`src/hw/fhp_defs.svh`:
```
/*
  Constants of the fieldbus host packet port: command codes, packet sizes,
  status bit positions, refresh times and the controller's register map.
  Assumes a 200 MHz system clock shared by both ends.
*/
`ifndef FHP_DEFS_SVH
`define FHP_DEFS_SVH

// ==========================================================================
// Commands and packet sizes
`define FHP_CMD_NULL 8'h00
`define FHP_CMD_MRESET 8'h77
`define FHP_DL_BYTES 4
`define FHP_UL_BYTES 14

// ==========================================================================
// Status word bit positions (first byte holds bits 15..8)
`define FHP_ST_SRC_LO 8
`define FHP_ST_SRC_HI 9
`define FHP_ST_SP_OK 10
`define FHP_ST_TLE 12
`define FHP_ST_TOGGLE 13
`define FHP_ST_BUS_FLT 14
`define FHP_ST_OVT 1
`define FHP_ST_ILK 2
`define FHP_ST_PFAIL 3
`define FHP_ST_CONT 5
`define FHP_ST_OUT_ON 7
`define FHP_SRC_USER 2'h0
`define FHP_SRC_HOST 2'h2

// ==========================================================================
// Timing
`define FHP_CLK_MHZ 200
`define FHP_SLOW_MS 100
`define FHP_FAST_MS 20
`define FHP_STALL_MS 300

// ==========================================================================
// Controller register map (APB byte addresses)
`define FHP_A_CMD 8'h00
`define FHP_A_CTRL 8'h04
`define FHP_A_STAT 8'h08
`define FHP_A_UL0 8'h0C
`define FHP_A_UL1 8'h10
`define FHP_A_UL2 8'h14
`define FHP_A_UL3 8'h18
`define FHP_A_INT_ST 8'h1C
`define FHP_A_INT_EN 8'h20
`define FHP_A_INT_CLR 8'h24
`define FHP_CTRL_SEND 0
`define FHP_INT_UPLOAD 0
`define FHP_INT_STALL 1
`define FHP_INT_FAULT 2
`define FHP_INT_W 3
`define FHP_INT_EN_RST 3'h0
`define FHP_CMD_RST 32'h0000_0000

`endif

```
`src/hw/fhp_pkg.sv`:
```
/*
  Types of the fieldbus host packet port: state records of both ends.
  Assumes fhp_defs.svh on the include path.
*/
`default_nettype none
`include "fhp_defs.svh"

package fhp_pkg;

  // ========================================================================
  // Device end state
  typedef struct packed {
    logic fault;
    logic toggle;
    logic slow_pend;
    logic fast_pend;
    logic [31:0] slow_cnt;
    logic [31:0] fast_cnt;
    logic [8*`FHP_UL_BYTES-1:0] ul;
    logic ul_valid;
    logic cmd_valid;
    logic [7:0] cmd_code;
    logic [23:0] cmd_data;
    logic [7:0] last_cmd;
    logic [7:0] rep_cmd;
    logic [39:0] rep_data;
    logic [8:0] pin_s1;
    logic [8:0] pin_s2;
    logic [8:0] pin_s3;
    logic [8:0] pin_lvl;
  } fhp_dev_st_t;

  // ========================================================================
  // Controller state
  typedef enum logic [1:0] {
    FHP_IDLE,
    FHP_SEND_CMD,
    FHP_WAIT_ACK
  } fhp_seq_t;

  typedef struct packed {
    fhp_seq_t seq;
    logic [31:0] cmd;
    logic dl_valid;
    logic [31:0] dl_data;
    logic [8*`FHP_UL_BYTES-1:0] ul;
    logic last_tog;
    logic [31:0] stall_cnt;
    logic stalled;
    logic fault_seen;
    logic [`FHP_INT_W-1:0] int_st;
    logic [`FHP_INT_W-1:0] int_en;
    logic [31:0] prdata;
    logic pslverr;
  } fhp_host_st_t;

endpackage

`default_nettype wire

```
`src/hw/fhp_link_if.sv`:
```
/*
  Link between the fieldbus master end and the device end: one download
  packet strobe with its four bytes, the fourteen-byte upload image with its
  strobe, the link error event and the latched fault level.
  Assumes both ends run on the same clock.
*/
`default_nettype none
`include "fhp_defs.svh"

interface fhp_link_if;
  logic dl_valid;
  logic [8*`FHP_DL_BYTES-1:0] dl_data;
  logic ul_valid;
  logic [8*`FHP_UL_BYTES-1:0] ul_data;
  logic link_err;
  logic dev_fault;

  modport dev (
    input dl_valid,
    input dl_data,
    input link_err,
    output ul_valid,
    output ul_data,
    output dev_fault
  );

  modport host (
    output dl_valid,
    output dl_data,
    output link_err,
    input ul_valid,
    input ul_data,
    input dev_fault
  );
endinterface

`default_nettype wire

```
`src/hw/fhp_dev.sv`:
```
/*
  Device end of the fieldbus host packet port. Takes download packets,
  hands commands to the generator core, latches link faults and keeps the
  upload image fresh.
  Assumes the master end, the generator core and the power readings share
  clk_i; the plant status flags come from pins and are synchronised here,
  which delays each flag by three to four cycles.
*/
// Register access over APB and the register offsets were chosen for this implementation.
`default_nettype none
`include "fhp_defs.svh"

// Function
// - Link error forces output off, sets fault
// - Faults latched until master reset command 119
// - Command code zero is ignored
// - Master sends null, data, command, then packet
// - Download handled before upload refresh
// - Upload every 100 ms, output-on every 20 ms
// - Download: command byte then three data bytes
// - Download data least significant byte first
// - Fourteen-byte upload: status then three powers
// - Bytes 8-12 data, byte 13 answered command
// - Upload data least significant byte first
// - Bits 9:8 give control source
// - Bit 10 setpoint OK, bit 12 target end
// - Bit 14 reports supply bus fault
// - Second byte: temperature, interlock, power, contactor, output
// - Toggle bit keeps changing while ready
module fhp_dev
  import fhp_pkg::*;
#(
  parameter int unsigned SLOW_CYC = `FHP_SLOW_MS * 1000 * `FHP_CLK_MHZ,
  parameter int unsigned FAST_CYC = `FHP_FAST_MS * 1000 * `FHP_CLK_MHZ
) (
  // Clock and reset
  input wire logic clk_i,
  input wire logic rstn_i,
  // Fieldbus link
  fhp_link_if.dev link,
  // Measured powers
  input wire logic [15:0] dlv_pwr_i,
  input wire logic [15:0] fwd_pwr_i,
  input wire logic [15:0] rfl_pwr_i,
  // Plant status
  input wire logic host_ctrl_i,
  input wire logic setpoint_ok_i,
  input wire logic target_life_expired_i,
  input wire logic bus_fault_i,
  input wire logic overtemp_i,
  input wire logic interlock_open_i,
  input wire logic power_fail_i,
  input wire logic contactor_open_i,
  input wire logic output_on_i,
  // Commands to the generator core
  output logic cmd_valid_o,
  output logic [7:0] cmd_code_o,
  output logic [23:0] cmd_data_o,
  // Replies from the generator core
  input wire logic reply_valid_i,
  input wire logic [39:0] reply_data_i,
  // Power and fault
  output logic rf_enable_o,
  output logic fault_o
);

  fhp_dev_st_t q, d;
  logic [15:0] st;
  logic [7:0] dl_code;
  logic [8:0] pin_raw;
  logic [8:0] pin_next;
  logic host_ctrl, setpoint_ok, target_life_expired, bus_fault, overtemp;
  logic interlock_open, power_fail, contactor_open, output_on;

  // ========================================================================
  // Plant pins: three flops, a change counts once stages two and three agree
  assign pin_raw = {host_ctrl_i, setpoint_ok_i, target_life_expired_i, bus_fault_i, overtemp_i,
    interlock_open_i, power_fail_i, contactor_open_i, output_on_i};

  generate
    for (genvar k = 0; k < 9; k++) begin : g_pin
      // A single odd sample never reaches the upload image
      assign pin_next[k] = (q.pin_s2[k] == q.pin_s3[k]) ? q.pin_s2[k] : q.pin_lvl[k];
    end
  endgenerate

  // Synchronised levels
  assign host_ctrl = q.pin_lvl[8];
  assign setpoint_ok = q.pin_lvl[7];
  assign target_life_expired = q.pin_lvl[6];
  assign bus_fault = q.pin_lvl[5];
  assign overtemp = q.pin_lvl[4];
  assign interlock_open = q.pin_lvl[3];
  assign power_fail = q.pin_lvl[2];
  assign contactor_open = q.pin_lvl[1];
  assign output_on = q.pin_lvl[0];

  // ========================================================================
  // Status word
  always_comb begin
    // Reserved bits stay zero from the all-zero start
    st = 16'h0000;
    st[`FHP_ST_SRC_HI:`FHP_ST_SRC_LO] = host_ctrl ? `FHP_SRC_HOST : `FHP_SRC_USER;
    st[`FHP_ST_SP_OK] = setpoint_ok;
    st[`FHP_ST_TLE] = target_life_expired;
    st[`FHP_ST_TOGGLE] = ~q.toggle;
    st[`FHP_ST_BUS_FLT] = bus_fault;
    st[`FHP_ST_OVT] = overtemp;
    st[`FHP_ST_ILK] = interlock_open;
    st[`FHP_ST_PFAIL] = power_fail;
    st[`FHP_ST_CONT] = contactor_open;
    st[`FHP_ST_OUT_ON] = output_on;
  end

  assign dl_code = link.dl_data[7:0];

  // ========================================================================
  // Next state
  always_comb begin
    d = q;
    d.cmd_valid = 1'b0;
    d.ul_valid = 1'b0;

    // Pin stages
    d.pin_s1 = pin_raw;
    d.pin_s2 = q.pin_s1;
    d.pin_s3 = q.pin_s2;
    d.pin_lvl = pin_next;

    // Refresh timers run free; one due during a download waits a cycle
    if (q.slow_cnt >= SLOW_CYC - 1) begin
      d.slow_cnt = 32'h0000_0000;
      d.slow_pend = 1'b1;
    end else begin
      d.slow_cnt = q.slow_cnt + 32'h0000_0001;
    end
    if (q.fast_cnt >= FAST_CYC - 1) begin
      d.fast_cnt = 32'h0000_0000;
      d.fast_pend = 1'b1;
    end else begin
      d.fast_cnt = q.fast_cnt + 32'h0000_0001;
    end

    // Reply from the core fills the data field
    if (reply_valid_i) begin
      d.rep_data = reply_data_i;
      d.rep_cmd = q.last_cmd;
    end

    if (link.dl_valid) begin
      // Every exchange answers with the upload image
      d.ul_valid = 1'b1;
      if (dl_code == `FHP_CMD_NULL) begin
        d.fault = q.fault;
      end else if (dl_code == `FHP_CMD_MRESET) begin
        d.fault = 1'b0;
      end else begin
        // Passed on at once, refresh waits a cycle
        d.cmd_valid = 1'b1;
        d.cmd_code = dl_code;
        d.cmd_data = link.dl_data[31:8];
        d.last_cmd = dl_code;
      end
    end else if (q.slow_pend) begin
      // Full refresh; byte k sits at bits 8k+7..8k
      d.ul = {q.rep_cmd, q.rep_data, rfl_pwr_i, fwd_pwr_i, dlv_pwr_i, st[7:0], st[15:8]};
      d.toggle = ~q.toggle;
      d.slow_pend = 1'b0;
      d.fast_pend = 1'b0;
    end else if (q.fast_pend) begin
      // Only the output-on flag tracks the fast rate
      d.ul[8 + `FHP_ST_OUT_ON] = output_on;
      d.fast_pend = 1'b0;
    end

    // Error set wins over a master reset in the same cycle
    if (link.link_err) begin
      d.fault = 1'b1;
    end
  end

  // ========================================================================
  // State register
  // Image holds zero from reset; before the first full refresh only fast refreshes write its output-on bit
  always_ff @(posedge clk_i or negedge rstn_i) begin
    if (!rstn_i) begin
      q <= '0;
    end else begin
      q <= d;
    end
  end

  // ========================================================================
  // Outputs
  assign link.ul_valid = q.ul_valid;
  assign link.ul_data = q.ul;
  assign link.dev_fault = q.fault;
  // Code and data hold until the next command
  assign cmd_valid_o = q.cmd_valid;
  assign cmd_code_o = q.cmd_code;
  assign cmd_data_o = q.cmd_data;
  // Output held off for as long as the fault stands
  assign rf_enable_o = ~q.fault;
  assign fault_o = q.fault;

endmodule

`default_nettype wire

```
`src/flat_wrapper.sv`:
```
// flat-port wrapper written by rule: the top's interface ports become plain ports
module fhp_dev_flat import fhp_pkg::*;
#(
  parameter int unsigned SLOW_CYC = `FHP_SLOW_MS * 1000 * `FHP_CLK_MHZ,
  parameter int unsigned FAST_CYC = `FHP_FAST_MS * 1000 * `FHP_CLK_MHZ
)
  (clk_i, rstn_i, dlv_pwr_i, fwd_pwr_i, rfl_pwr_i, host_ctrl_i, setpoint_ok_i, target_life_expired_i, bus_fault_i, overtemp_i, interlock_open_i, power_fail_i, contactor_open_i, output_on_i, cmd_valid_o, cmd_code_o, cmd_data_o, reply_valid_i, reply_data_i, rf_enable_o, fault_o, link_dl_valid, link_dl_data, link_link_err, link_ul_valid, link_ul_data, link_dev_fault);
  fhp_link_if link_i ();
  input wire logic clk_i;
  input wire logic rstn_i;
  input wire logic [15:0] dlv_pwr_i;
  input wire logic [15:0] fwd_pwr_i;
  input wire logic [15:0] rfl_pwr_i;
  input wire logic host_ctrl_i;
  input wire logic setpoint_ok_i;
  input wire logic target_life_expired_i;
  input wire logic bus_fault_i;
  input wire logic overtemp_i;
  input wire logic interlock_open_i;
  input wire logic power_fail_i;
  input wire logic contactor_open_i;
  input wire logic output_on_i;
  output logic cmd_valid_o;
  output logic [7:0] cmd_code_o;
  output logic [23:0] cmd_data_o;
  input wire logic reply_valid_i;
  input wire logic [39:0] reply_data_i;
  output logic rf_enable_o;
  output logic fault_o;
  input wire logic [$bits(link_i.dl_valid)-1:0] link_dl_valid;
  input wire logic [$bits(link_i.dl_data)-1:0] link_dl_data;
  input wire logic [$bits(link_i.link_err)-1:0] link_link_err;
  output wire logic [$bits(link_i.ul_valid)-1:0] link_ul_valid;
  output wire logic [$bits(link_i.ul_data)-1:0] link_ul_data;
  output wire logic [$bits(link_i.dev_fault)-1:0] link_dev_fault;
  assign link_i.dl_valid = link_dl_valid;
  assign link_i.dl_data = link_dl_data;
  assign link_i.link_err = link_link_err;
  assign link_ul_valid = link_i.ul_valid;
  assign link_ul_data = link_i.ul_data;
  assign link_dev_fault = link_i.dev_fault;
  fhp_dev #(.SLOW_CYC(SLOW_CYC), .FAST_CYC(FAST_CYC)) u_core (.clk_i(clk_i), .rstn_i(rstn_i), .link(link_i), .dlv_pwr_i(dlv_pwr_i), .fwd_pwr_i(fwd_pwr_i), .rfl_pwr_i(rfl_pwr_i), .host_ctrl_i(host_ctrl_i), .setpoint_ok_i(setpoint_ok_i), .target_life_expired_i(target_life_expired_i), .bus_fault_i(bus_fault_i), .overtemp_i(overtemp_i), .interlock_open_i(interlock_open_i), .power_fail_i(power_fail_i), .contactor_open_i(contactor_open_i), .output_on_i(output_on_i), .cmd_valid_o(cmd_valid_o), .cmd_code_o(cmd_code_o), .cmd_data_o(cmd_data_o), .reply_valid_i(reply_valid_i), .reply_data_i(reply_data_i), .rf_enable_o(rf_enable_o), .fault_o(fault_o));
endmodule
```
`config.mk`:
```
export PLATFORM = sky130hd
export DESIGN_NAME = fhp_dev_flat
export DESIGN_NICKNAME = d
export VERILOG_FILES = /design/src/hw/fhp_pkg.sv /design/src/hw/fhp_link_if.sv /design/src/hw/fhp_dev.sv /design/src/flat_wrapper.sv
export VERILOG_INCLUDE_DIRS = /design/src /design/src/hw
export SDC_FILE = /design/constraint.sdc
export NUM_CORES = 1
export LEC_CHECK = 0
export BUFFER_PORTS_ARGS = -buffer_cell sky130_fd_sc_hd__clkbuf_2
export CORE_ASPECT_RATIO = 0.75
export CORE_MARGIN = 2
export CORE_UTILIZATION = 40
export CTS_CLUSTER_DIAMETER = 30
export DETAILED_ROUTE_END_ITERATION = 16
export MAX_ROUTING_LAYER = met4
export PLACE_DENSITY = 0.68
export REMOVE_ABC_BUFFERS = 1
export SETUP_SLACK_MARGIN = 0.2
export SLEW_MARGIN = 10
export SYNTH_ARGS = -nofsm -noshare
export SYNTH_HDL_FRONTEND = slang
export SYNTH_SLANG_ARGS = --single-unit
```
`constraint.sdc`:
```
create_clock -name clk_i -period 1.8 [get_ports clk_i]
set_input_delay 0.09 -clock clk_i [delete_from_list [all_inputs] [get_ports clk_i]]
set_output_delay 0.09 -clock clk_i [all_outputs]
set_load 0.05 [all_outputs]
```
==> metrics, run 1 <==
Post-Synth Simple-Gate Area=0.05925; outcome=finished, final reports clean; routed length on met2=13050 µm; slowest CP cell=dfrtp_1; Crit path required time=2.27 ns; vias in the first global route=8296; RSZ-0062 raised after global routing=true; Main synth FF type=dfrtp_1; cell leakage power=7.569 nW; Avg Inst Size Synth=13.76 µm²; critical path's top delay family=simple AND/OR/NAND/NOR gates; clock root buffer=clkbuf_16; main combinational cell family by area after synthesis=multiplexers; Seq cells post-synth=291; Core ar.=29260 µm²; mux contribution to synthesized area=0.1774; initial drt markers=276; DP Area=13090 µm²; RePlAce Congestion=0.8289; Antenna Cells=0; Total Wirelength=27060 µm; clock skew=0.01750 ns; endpoints failing setup=0; Tot Pwr=21.18 mW; global-route usage over all layers=0.1744; clock slew at reported path FFs=0.05 ns; Die Ht=153.8 µm; f_max=562.4 MHz; CP bufs+invs=2; synth top area cells=dfrtp_1 (61%), mux2_2 (16%), buf_4 (9.1%); Metal-1 WL=11510 µm; DR WL/cell=16.16 µm; IO buf count=276; Post-synth EDFFs=0; Hold Fails Final Rpt=0; Post-Synthesis Cell Area=11970 µm²; Worst Hold Class=input port to register; number of max-cap violations=0; area added between synthesis and finish=40.01%; sequential share of the synthesized area=0.6082; largest net degree at the start of global routing=54; Synth area leader=dfrtp_1; drt pass-1 iters=4; DP Wirelength=16240 µm; CP endpoint kind=register; fraction of registers with async set/reset=1.000; Compound-Gate Fraction of Synth Area=0.009823; gr ovfl total=0; maximum vdd ir drop=1022 µV; fin crit share=0.9878; post-synth cell types=39; post-route ant nets=0; Adder-Cell Fraction of Synth Area=0.009614; met3 WL=1737 µm; Yosys Warn Count=0; die width=203.8 µm; drc violations=0; WP data arrival=2.25 ns; CTS tree=built; max-slew violation total from the final report=0; CP peak stage delay=0.37 ns; Filler cells=2198; CP Launch Type=register; H-tree depth=2; Starting Density=0.4092; area share of the largest cell type after synthesis=0.6082; die area=31350 µm²; critical path start-end classification=register to register; Hold WS=0.08457 ns; worst-path fanout max=6; Tmin final=1.778 ns; initial antenna violation count=0; Num CTS Buffers=50; # IOs=283; Syn Inst Count=870; first-pass GRT wire length=42390 µm; design area=16760 µm²; standard-cell rows=54; vias post-DR=7735; CTS Buffer Depth=3; Post-Synth XOR/XNOR Area=0.03072; Via density=4.618; highest routing layer actually used=met4; nets@finish=1381; clk_lat worst skew=0.56 ns; fraction of layout cells with a size suffix above 1=0.5277; PD cells=1263 nW/µm²; Num Clock Sinks=291; worst path cell trace=nor4_2, nand3_1, o21bai_4, o21bai_2, buf_4, buf_6, nor2_1
==> cells in the mapped netlist (2+ instances only) <==
library cell	number
a21oi_1	2
and3_1	3
buf_12	2
buf_2	5
buf_4	145
clkbuf_1	16
dfrtp_1	291
ha_1	2
inv_1	8
maj3_1	9
mux2_2	166
mux2_4	17
nand2_1	21
nand3_1	17
nand4_1	21
nor2_1	60
nor3_1	10
nor4_1	8
o21ai_0	2
o21bai_1	3
o22a_1	2
or3_1	2
or4_1	2
xnor2_1	17
xor2_1	25
==> cells by family (layout without fill, tap and decap cells) <==
family	Yosys count	count (layout)
DFF	291	291
muxes	183	183
buffers and inverters	177	568
and+or+nand+nor	149	149
xor gates and xnor gates	42	42
AOI/OAI and AO/OA	16	16
adders and majority gates	11	11
other	1	23
==> metal layers <==
metal | vias up | GRT usage
met1 | 3823 | 0.2117
met3 | 65 | 0.04197
met5 | - | -
li1 | 3568 | -
met4 | 0 | 0.06361
met2 | 279 | 0.2839
==> final cells by class <==
type | count | area (µm²) | area share
clock buffer | 62 | 1356 | 0.08091
multi-input combinational | 424 | 3872 | 0.2310
sequential | 291 | 7288 | 0.4348
clock inverter | 28 | 386.6 | 0.02306
inverter | 9 | 38.79 | 0.002314
tap | 392 | 490.5 | 0.02926
timing repair buffer | 469 | 3331 | 0.1987
==> per-stage QoR <==
step / util / cells / TNS, ns / setup slack [ns]
5_1_grt: 0.5730 / 1675 / -0.04763 / -0.02154
4_1_cts: 0.5594 / 1662 / 0 / 0.1127
6_report: 0.5730 / 1675 / 0 / 0.02189
2_1_floorplan: - / 724 / -432.94 / -3.988
3_3_place_gp: 0.4474 / 1428 / 0 / 0.07584
3_5_place_dp: 0.4474 / 1428 / 0 / 0.05466
==> worst register-to-register path: stages, from the launching register on <==
cell and delay (ns):
dfrtp_1 0.37, nor4_2 0.27, nand3_1 0.16, o21bai_4 0.22
o21bai_2 0.22, buf_4 0.15, buf_6 0.13, nor2_1 0.17
==> registers in the layout (all words and copies together) (netlist names) <==
register,count
u_core.overtemp,1
u_core.cmd_data_o,24
u_core.contactor_open,1
u_core.cmd_valid_o,1
u_core.d,18
u_core.host_ctrl,1
u_core.interlock_open,1
u_core.output_on,1
u_core.q,125
u_core.bus_fault,1
u_core.cmd_code_o,8
u_core.link.ul_valid,1
u_core.fault_o,1
u_core.link.ul_data,106
u_core.power_fail,1
==> repair_timing <==
action | 4_1_cts | 5_1_grt
buffers inserted | 10 | 11
setup endpoints to repair | 48 | 49
hold buffers | 132 | 0
resized for setup | 32 | 83
cloned | 2 | 2
pin swaps | 22 | 35
endpoints found under the hold margin | 422 | 0
==> power by group <==
part	switching (mW)	internal, mW	leakage (nW)
combinational	2.69	1.25	3.24
clock	3.32	6.27	0.838
sequential	0.395	7.26	3.50
total	6.40	14.8	7.57
==> worst paths after layout <==
| kind | startpoint | endpoint | slack (ns) | cells after the start |
|---|---|---|---|---|
| max | u_core.q[268]$_DFF_PN0_ | u_core.q[249]$_DFF_PN0_ | 0.02 | 7 |
| min | link_dl_data[2] | u_core.fault_o$_DFFE_PN0P_ | 0.08 | 5 |
| max reg2reg | u_core.q[268]$_DFF_PN0_ | u_core.q[249]$_DFF_PN0_ | 0.02 | 7 |
| min reg2reg | u_core.d[18]$_DFF_PN0_ | u_core.d[9]$_DFF_PN0_ | 0.34 | 0 |
| max in group asynchronous | rstn_i | u_core.q[258]$_DFF_PN0_ | 1.09 | 3 |
| min in group asynchronous | rstn_i | u_core.q[79]$_DFFE_PN0P_ | 0.09 | 2 |
==> cells in the final DEF, fill, tap and decap left out, types with 22 or more instances in the layout <==
master / count
dlygate4sd3_1: 132
dfrtp_1: 286
nor2_1: 22
conb_1: 23
mux2_2: 166
buf_4: 41
clkbuf_2: 275
clkbuf_16: 50
(Power assumes the default switching activity.)
==> inputs of run 2 (changes only) <==
PLACE_DENSITY = default   (was 0.68)
clock period = 1.76 ns   (was 1.8 ns; I/O delays follow)
==> run 2 against run 1 <==
  * Fmax rose by 5.8%
  * Critical path depth fell by 2
  * Sequential share of layout area is 0.41 points lower
  * Largest power group unchanged
==> metrics, run 2 (synthesis results as in run 1) <==
outcome=finished, final reports clean; initial drt markers=302 (+9.4%); maximum vdd ir drop=776.4 µV (-24%); critical path start-end classification=register to register; Via density=4.535 (-1.8%); max reg flops=125 (unchanged); reg-to-reg endpoint=u_core.q[303]$_DFF_PN0_; Starting Density=0.4092 (unchanged); area of the multi-input gates=3936 µm² (+1.6%); initial antenna violation count=0 (unchanged); endpoints failing setup=0 (unchanged); Die Ht=153.8 µm (unchanged); Hold WS=0.07496 ns (-0.009610 ns); first-pass GRT wire length=42370 µm (about the same); nets@finish=1377 (-0.29%); Tmin final=1.680 ns (-0.09795 ns); vias post-DR=7596 (-1.8%); CP endpoint kind=register; worst-path fanout max=5 (-1); RSZ-0062 raised after global routing=true; # IOs=283 (unchanged); Worst Hold Class=input port to async pin; Cell Count, Final, Fillers Out=1675 (unchanged); post-route ant nets=0 (unchanged); gr ovfl total=0 (unchanged); Core ar.=29260 µm² (unchanged); clock slew at reported path FFs=0.05 ns (about the same); cell leakage power=7.823 nW (+3.4%); IO buf count=276 (unchanged); Num CTS Buffers=51 (+2.0%); drt pass-1 iters=4 (unchanged); placed insts=1431 (+0.21%); Biggest register=u_core.q; vias in the first global route=8009 (-3.5%); DP Wirelength=16530 µm (+1.8%); Tot Pwr=22.67 mW (+7.0%); die area=31350 µm² (unchanged); Crit path required time=2.18 ns (-0.09 ns); WP data arrival=2.10 ns (-0.15 ns); largest net degree at the start of global routing=58 (+7.4%); RePlAce Congestion=0.8108 (-2.2%); CP Launch Type=register; Filler cells=2287 (+4.0%); clk_lat worst skew=0.54 ns (-0.02 ns); most frequent cells in the layout=dfrtp_1 (289), clkbuf_2 (275), dlygate4sd3_1 (132); clock root buffer=clkbuf_16; drc violations=0 (unchanged); standard-cell rows=54 (unchanged); Antenna Cells=0 (unchanged); CTS Buffer Depth=3 (unchanged); area added between synthesis and finish=41.29%; die width=203.8 µm (unchanged); reg-to-reg setup timing slack=0.08 ns (+0.06 ns); f_max=595.2 MHz (+5.8%); worst reg2reg path startpoint=u_core.q[299]$_DFF_PN0_; global-route usage over all layers=0.1746 (about the same); Total Wirelength=27250 µm (+0.70%); DR WL/cell=16.27 µm (+0.70%); Num Clock Sinks=291 (unchanged); R2R depth=5 (-2); FF+latch area=7284 µm² (about the same); fraction of layout cells with a size suffix above 1=0.5113 (-0.01637); clock skew=0.01020 ns (-0.007301 ns); max-slew violation total from the final report=0 (unchanged); CTS tree=built; fin crit share=0.9546 (-0.03320); H-tree depth=2 (unchanged); commonest non-fill, non-tap cell in the layout=dfrtp_1; number of max-cap violations=0 (unchanged); Hold Fails Final Rpt=0 (unchanged); PD cells=1340 nW/µm² (+6.1%)
==> run 2: cell types whose count changed in the layout (fill, tap and decap cells not counted), sizes merged <==
cell,delta
buf,-7
bufinv,+5
clkinv,+3
inv,-3
clkbuf,+2
==> run 2: worst max-delay path: stages (launching register included) <==
cell	delay, ns
dfrtp_1	0.35
or4_4	0.54
nor4_4	0.13
nand4_1	0.18
buf_6	0.18
o21ba_4	0.18
==> run 2: through the flow <==
step           instance area [µm²]   TNS, ns    util  setup slack (ns)
2_1_floorplan                10840   -439.02       -            -4.028
3_3_place_gp                 13100         0  0.4477           0.05139
3_5_place_dp                 13100         0  0.4477           0.01804
4_1_cts                      16530         0  0.5650           0.04608
5_1_grt                      16920  -0.02009  0.5782         -0.008162
6_report                     16920         0  0.5782           0.07985
==> run 2: cell type report <==
| class | count | share of cell area |
|---|---|---|
| clock buffers | 62 | 0.08395 |
| well taps | 392 | 0.02899 |
| inverters | 9 | 0.002441 |
| clock inverters | 33 | 0.02811 |
| flip-flops and latches | 291 | 0.4306 |
| repair buffers | 464 | 0.1932 |
| multi-input cells | 424 | 0.2327 |
==> run 2: per-layer routing <==
metal / vias up / track usage / share of wire
li1: 3559 / - / -
met1: 3731 / 0.2312 / 0.45
met2: 268 / 0.2638 / 0.46
met3: 38 / 0.04811 / 0.074
met4: 0 / 0.04936 / 0.017
met5: - / - / 0
==> run 2: timing repair <==
action,in CTS,in global routing
pin swaps,18,14
gates cloned,2,1
hold buffers,132,0
hold endpoints to repair,422,0
resized for setup,32,86
endpoints found under the setup margin,49,58
setup buffers,9,5
==> run 2: report_power, final <==
group | total [mW] | leakage (nW) | switching (mW) | internal (mW)
sequential | 7.85 | 3.50 | 0.421 | 7.43
clock | 10.7 | 0.925 | 3.31 | 7.35
combinational | 4.16 | 3.40 | 2.78 | 1.38
total | 22.7 | 7.82 | 6.52 | 16.2
==> run 2: worst max-delay path by stage <==
| stage | startpoint | end | slack, ns |
|---|---|---|---|
| final | u_core.q[299]$_DFF_PN0_ | u_core.q[303]$_DFF_PN0_ | 0.08 |
| after global routing | u_core.q[239]$_DFF_PN0_ | u_core.q[242]$_DFF_PN0_ | -0.008 |
| after CTS | u_core.q[299]$_DFF_PN0_ | u_core.q[303]$_DFF_PN0_ | 0.05 |
| after detailed placement | link_dl_data[2] | u_core.cmd_data_o[16]$_DFFE_PN0P_ | 0.02 |
| after global placement | link_dl_data[2] | u_core.cmd_data_o[4]$_DFFE_PN0P_ | 0.05 |
| after floorplan | u_core.q[303]$_DFF_PN0_ | u_core.link.ul_data[100]$_DFFE_PN0P_ | -4.03 |
==> inputs of run 3 (changes only) <==
CORE_UTILIZATION = 30   (was 40)
==> run 3 against run 2 <==
  * The flow now finishes with violations (negative setup slack)
  * Clock power is 20% higher
  * Wire length is 1.7% higher
  * Sequential power hardly changed
  * Critical path depth is 1 higher
  * Sequential share of layout area is 1.5 points lower
  * Total power is 8.8% higher
  * Fmax is 5.9% lower
  * Via count is 2.1% higher
  * Utilization is 13 points lower
  * Clock skew is 0.016 ns higher
  * Flip-flop and latch count stayed put
  * First-iteration DRC count is 0.66% higher
==> metrics, run 3 (synthesis results as in run 1) <==
outcome=finished with violations; failing checks=negative setup slack; global-route usage over all layers=0.1375 (-0.03708); f_max=559.9 MHz (-5.9%); Clk pwr share=0.519 (+0.049); dpl ws=-0.02585 ns (-0.04389 ns); Hold Fails Final Rpt=0 (unchanged); drc violations=0 (unchanged); Filler cells=3504 (+53%); RePlAce Congestion=0.7893 (-2.7%); worst setup slack after layout=-0.02614 ns (-0.1060 ns); endpoints failing setup=5 (+5); critical path's top delay family=simple AND/OR/NAND/NOR gates; highest routing layer actually used=met4; Total Wirelength=27710 µm (+1.7%); Worst Hold Class=input port to async pin; Antenna Cells=0 (unchanged); initial antenna violation count=0 (unchanged); CP bufs+invs=2 (+1); # IOs=283 (unchanged); fin crit share=1.015 (+0.06022); DP Wirelength=17230 µm (+4.2%); clk_lat worst skew=0.56 ns (+0.02 ns); Num Clock Sinks=291 (unchanged); largest net degree at the start of global routing=60 (+3.4%); IO buf count=276 (unchanged); critical path start-end classification=register to register; met3 WL=1445 µm (-28%); Die Ht=177.0 µm (+15%); CTS Buffer Depth=3 (unchanged); PD cells=1405 nW/µm² (+4.9%); vias post-DR=7759 (+2.1%); die area=41540 µm² (+33%); area added between synthesis and finish=46.55%; worst-path fanout max=8 (+3); WP data arrival=2.27 ns (+0.17 ns); die width=234.7 µm (+15%); Flop pwr share=0.318 (-0.028); R2R depth=6 (+1); RSZ-0062 raised after global routing=true; CTS tree=built; number of max-cap violations=0 (unchanged); cell leakage power=7.887 nW (+0.81%); fraction of layout cells with a size suffix above 1=0.5351 (+0.02381); first-pass GRT wire length=44240 µm (+4.4%); most frequent cells in the layout=dfrtp_1 (289), clkbuf_2 (275), mux2_2 (166); gr ovfl total=0 (unchanged); post-route ant nets=0 (unchanged); H-tree depth=3 (+1); Core ar.=39410 µm² (+35%); Tmin final=1.786 ns (+0.1060 ns); nets@finish=1394 (+1.2%); initial drt markers=304 (+0.66%); Internal Power=17.65 mW (+9.2%); maximum vdd ir drop=702.2 µV (-9.6%); DP Area=13280 µm² (+1.4%); Via density=4.240 (-6.5%); clock slew at reported path FFs=0.05 ns (about the same); standard-cell rows=63 (+17%); CP Launch Type=register; commonest non-fill, non-tap cell in the layout=dfrtp_1; max-slew violation total from the final report=0 (unchanged); Switching Power=7.011 mW (+7.6%); Starting Density=0.3038 (-0.1055); drt pass-1 iters=4 (unchanged); CP peak stage delay=0.54 ns (about the same); Biggest register=u_core.q; Switching Fraction=0.2843 (-0.003144); DR WL/cell=15.14 µm (-6.9%); slowest CP cell=or4_4; clock skew=0.02652 ns (+0.01632 ns); CP Depth=6 (+1); Gate power share=0.164 (-0.020); design area=17550 µm² (+3.7%); clock root buffer=clkbuf_16; Metal-1 WL=12330 µm (-0.11%); worst path cell trace=or4_4, nor4_4, nand4_1, buf_6, buf_16, nor2_2; vias in the first global route=8394 (+4.8%); max reg flops=125 (unchanged); CP endpoint kind=register; placed insts=1558 (+8.9%); Crit path required time=2.24 ns (+0.06 ns); Tot Pwr=24.66 mW (+8.8%); routed length on met2=13160 µm (+5.7%); Num CTS Buffers=67 (+31%); Cell Count, Final, Fillers Out=1830 (+9.3%)
run 3: cell types whose count changed in the layout (fill, tap and decap cells not counted), sizes merged:
cell / delta
clkbuf: +20
clkinvlp: +4
buf: +3
bufinv: -2
inv: +2
run 3: path summary, 6_finish.rpt:
kind	from	slack [ns]	to
hold reg to reg	u_core.d[18]$_DFF_PN0_	0.35	u_core.d[9]$_DFF_PN0_
setup / recovery	u_core.q[299]$_DFF_PN0_	-0.03	u_core.q[290]$_DFF_PN0_
min in group clk_i	reply_valid_i	0.12	u_core.q[72]$_DFFE_PN0P_
max in group asynchronous	rstn_i	1.01	u_core.link.ul_data[56]$_DFFE_PN0P_
hold / removal	rstn_i	0.04	u_core.link.ul_data[94]$_DFFE_PN0P_
setup reg to reg	u_core.q[299]$_DFF_PN0_	-0.03	u_core.q[290]$_DFF_PN0_
run 3: power by group through the flow:
stage | logic [mW] | registers [mW] | clock network, mW
after floorplan | 0.821 | 9.72 | 0
after global placement | 3.77 | 7.89 | 0
after detailed placement | 3.81 | 7.93 | 0
after CTS | 4.06 | 7.84 | 13.1
after global routing | 4.23 | 7.94 | 13.5
final | 4.04 | 7.84 | 12.8
run 3: per-layer routing:
| metal | global-route usage | vias to the layer above |
|---|---|---|
| li1 | - | 3619 |
| met1 | 0.1697 | 3825 |
| met4 | 0.06197 | 0 |
| met3 | 0.03790 | 67 |
| met2 | 0.2115 | 248 |
| met5 | - | - |
run 3: repair_timing:
item | in CTS | in global routing
setup buffers | 10 | 4
hold buffers | 132 | 0
setup endpoints to repair | 49 | 51
resized for setup | 42 | 66
endpoints found under the hold margin | 422 | 0
pin swaps | 19 | 30
gates cloned | 4 | 1
run 3: area by class of cell:
| cell class | count | area (µm²) | share of cell area |
|---|---|---|---|
| clock buffer | 84 | 1893 | 0.1079 |
| sequential | 291 | 7284 | 0.4152 |
| timing repair buffer | 465 | 3312 | 0.1888 |
| tap | 520 | 650.6 | 0.03708 |
| clock inverter | 37 | 485.5 | 0.02767 |
| multi-input combinational | 424 | 3879 | 0.2211 |
| inverter | 9 | 41.29 | 0.002353 |
run 3: per-stage QoR:
stage,utilization,hold slack [ns],setup TNS (ns)
floorplan,-,-0.2076,-439.02
global placement,0.3369,0.04206,0
detailed placement,0.3369,0.05028,-0.02585
CTS,0.4374,0.03621,0
global route,0.4452,0.08703,-3.839
finish,0.4452,0.04030,-0.06388
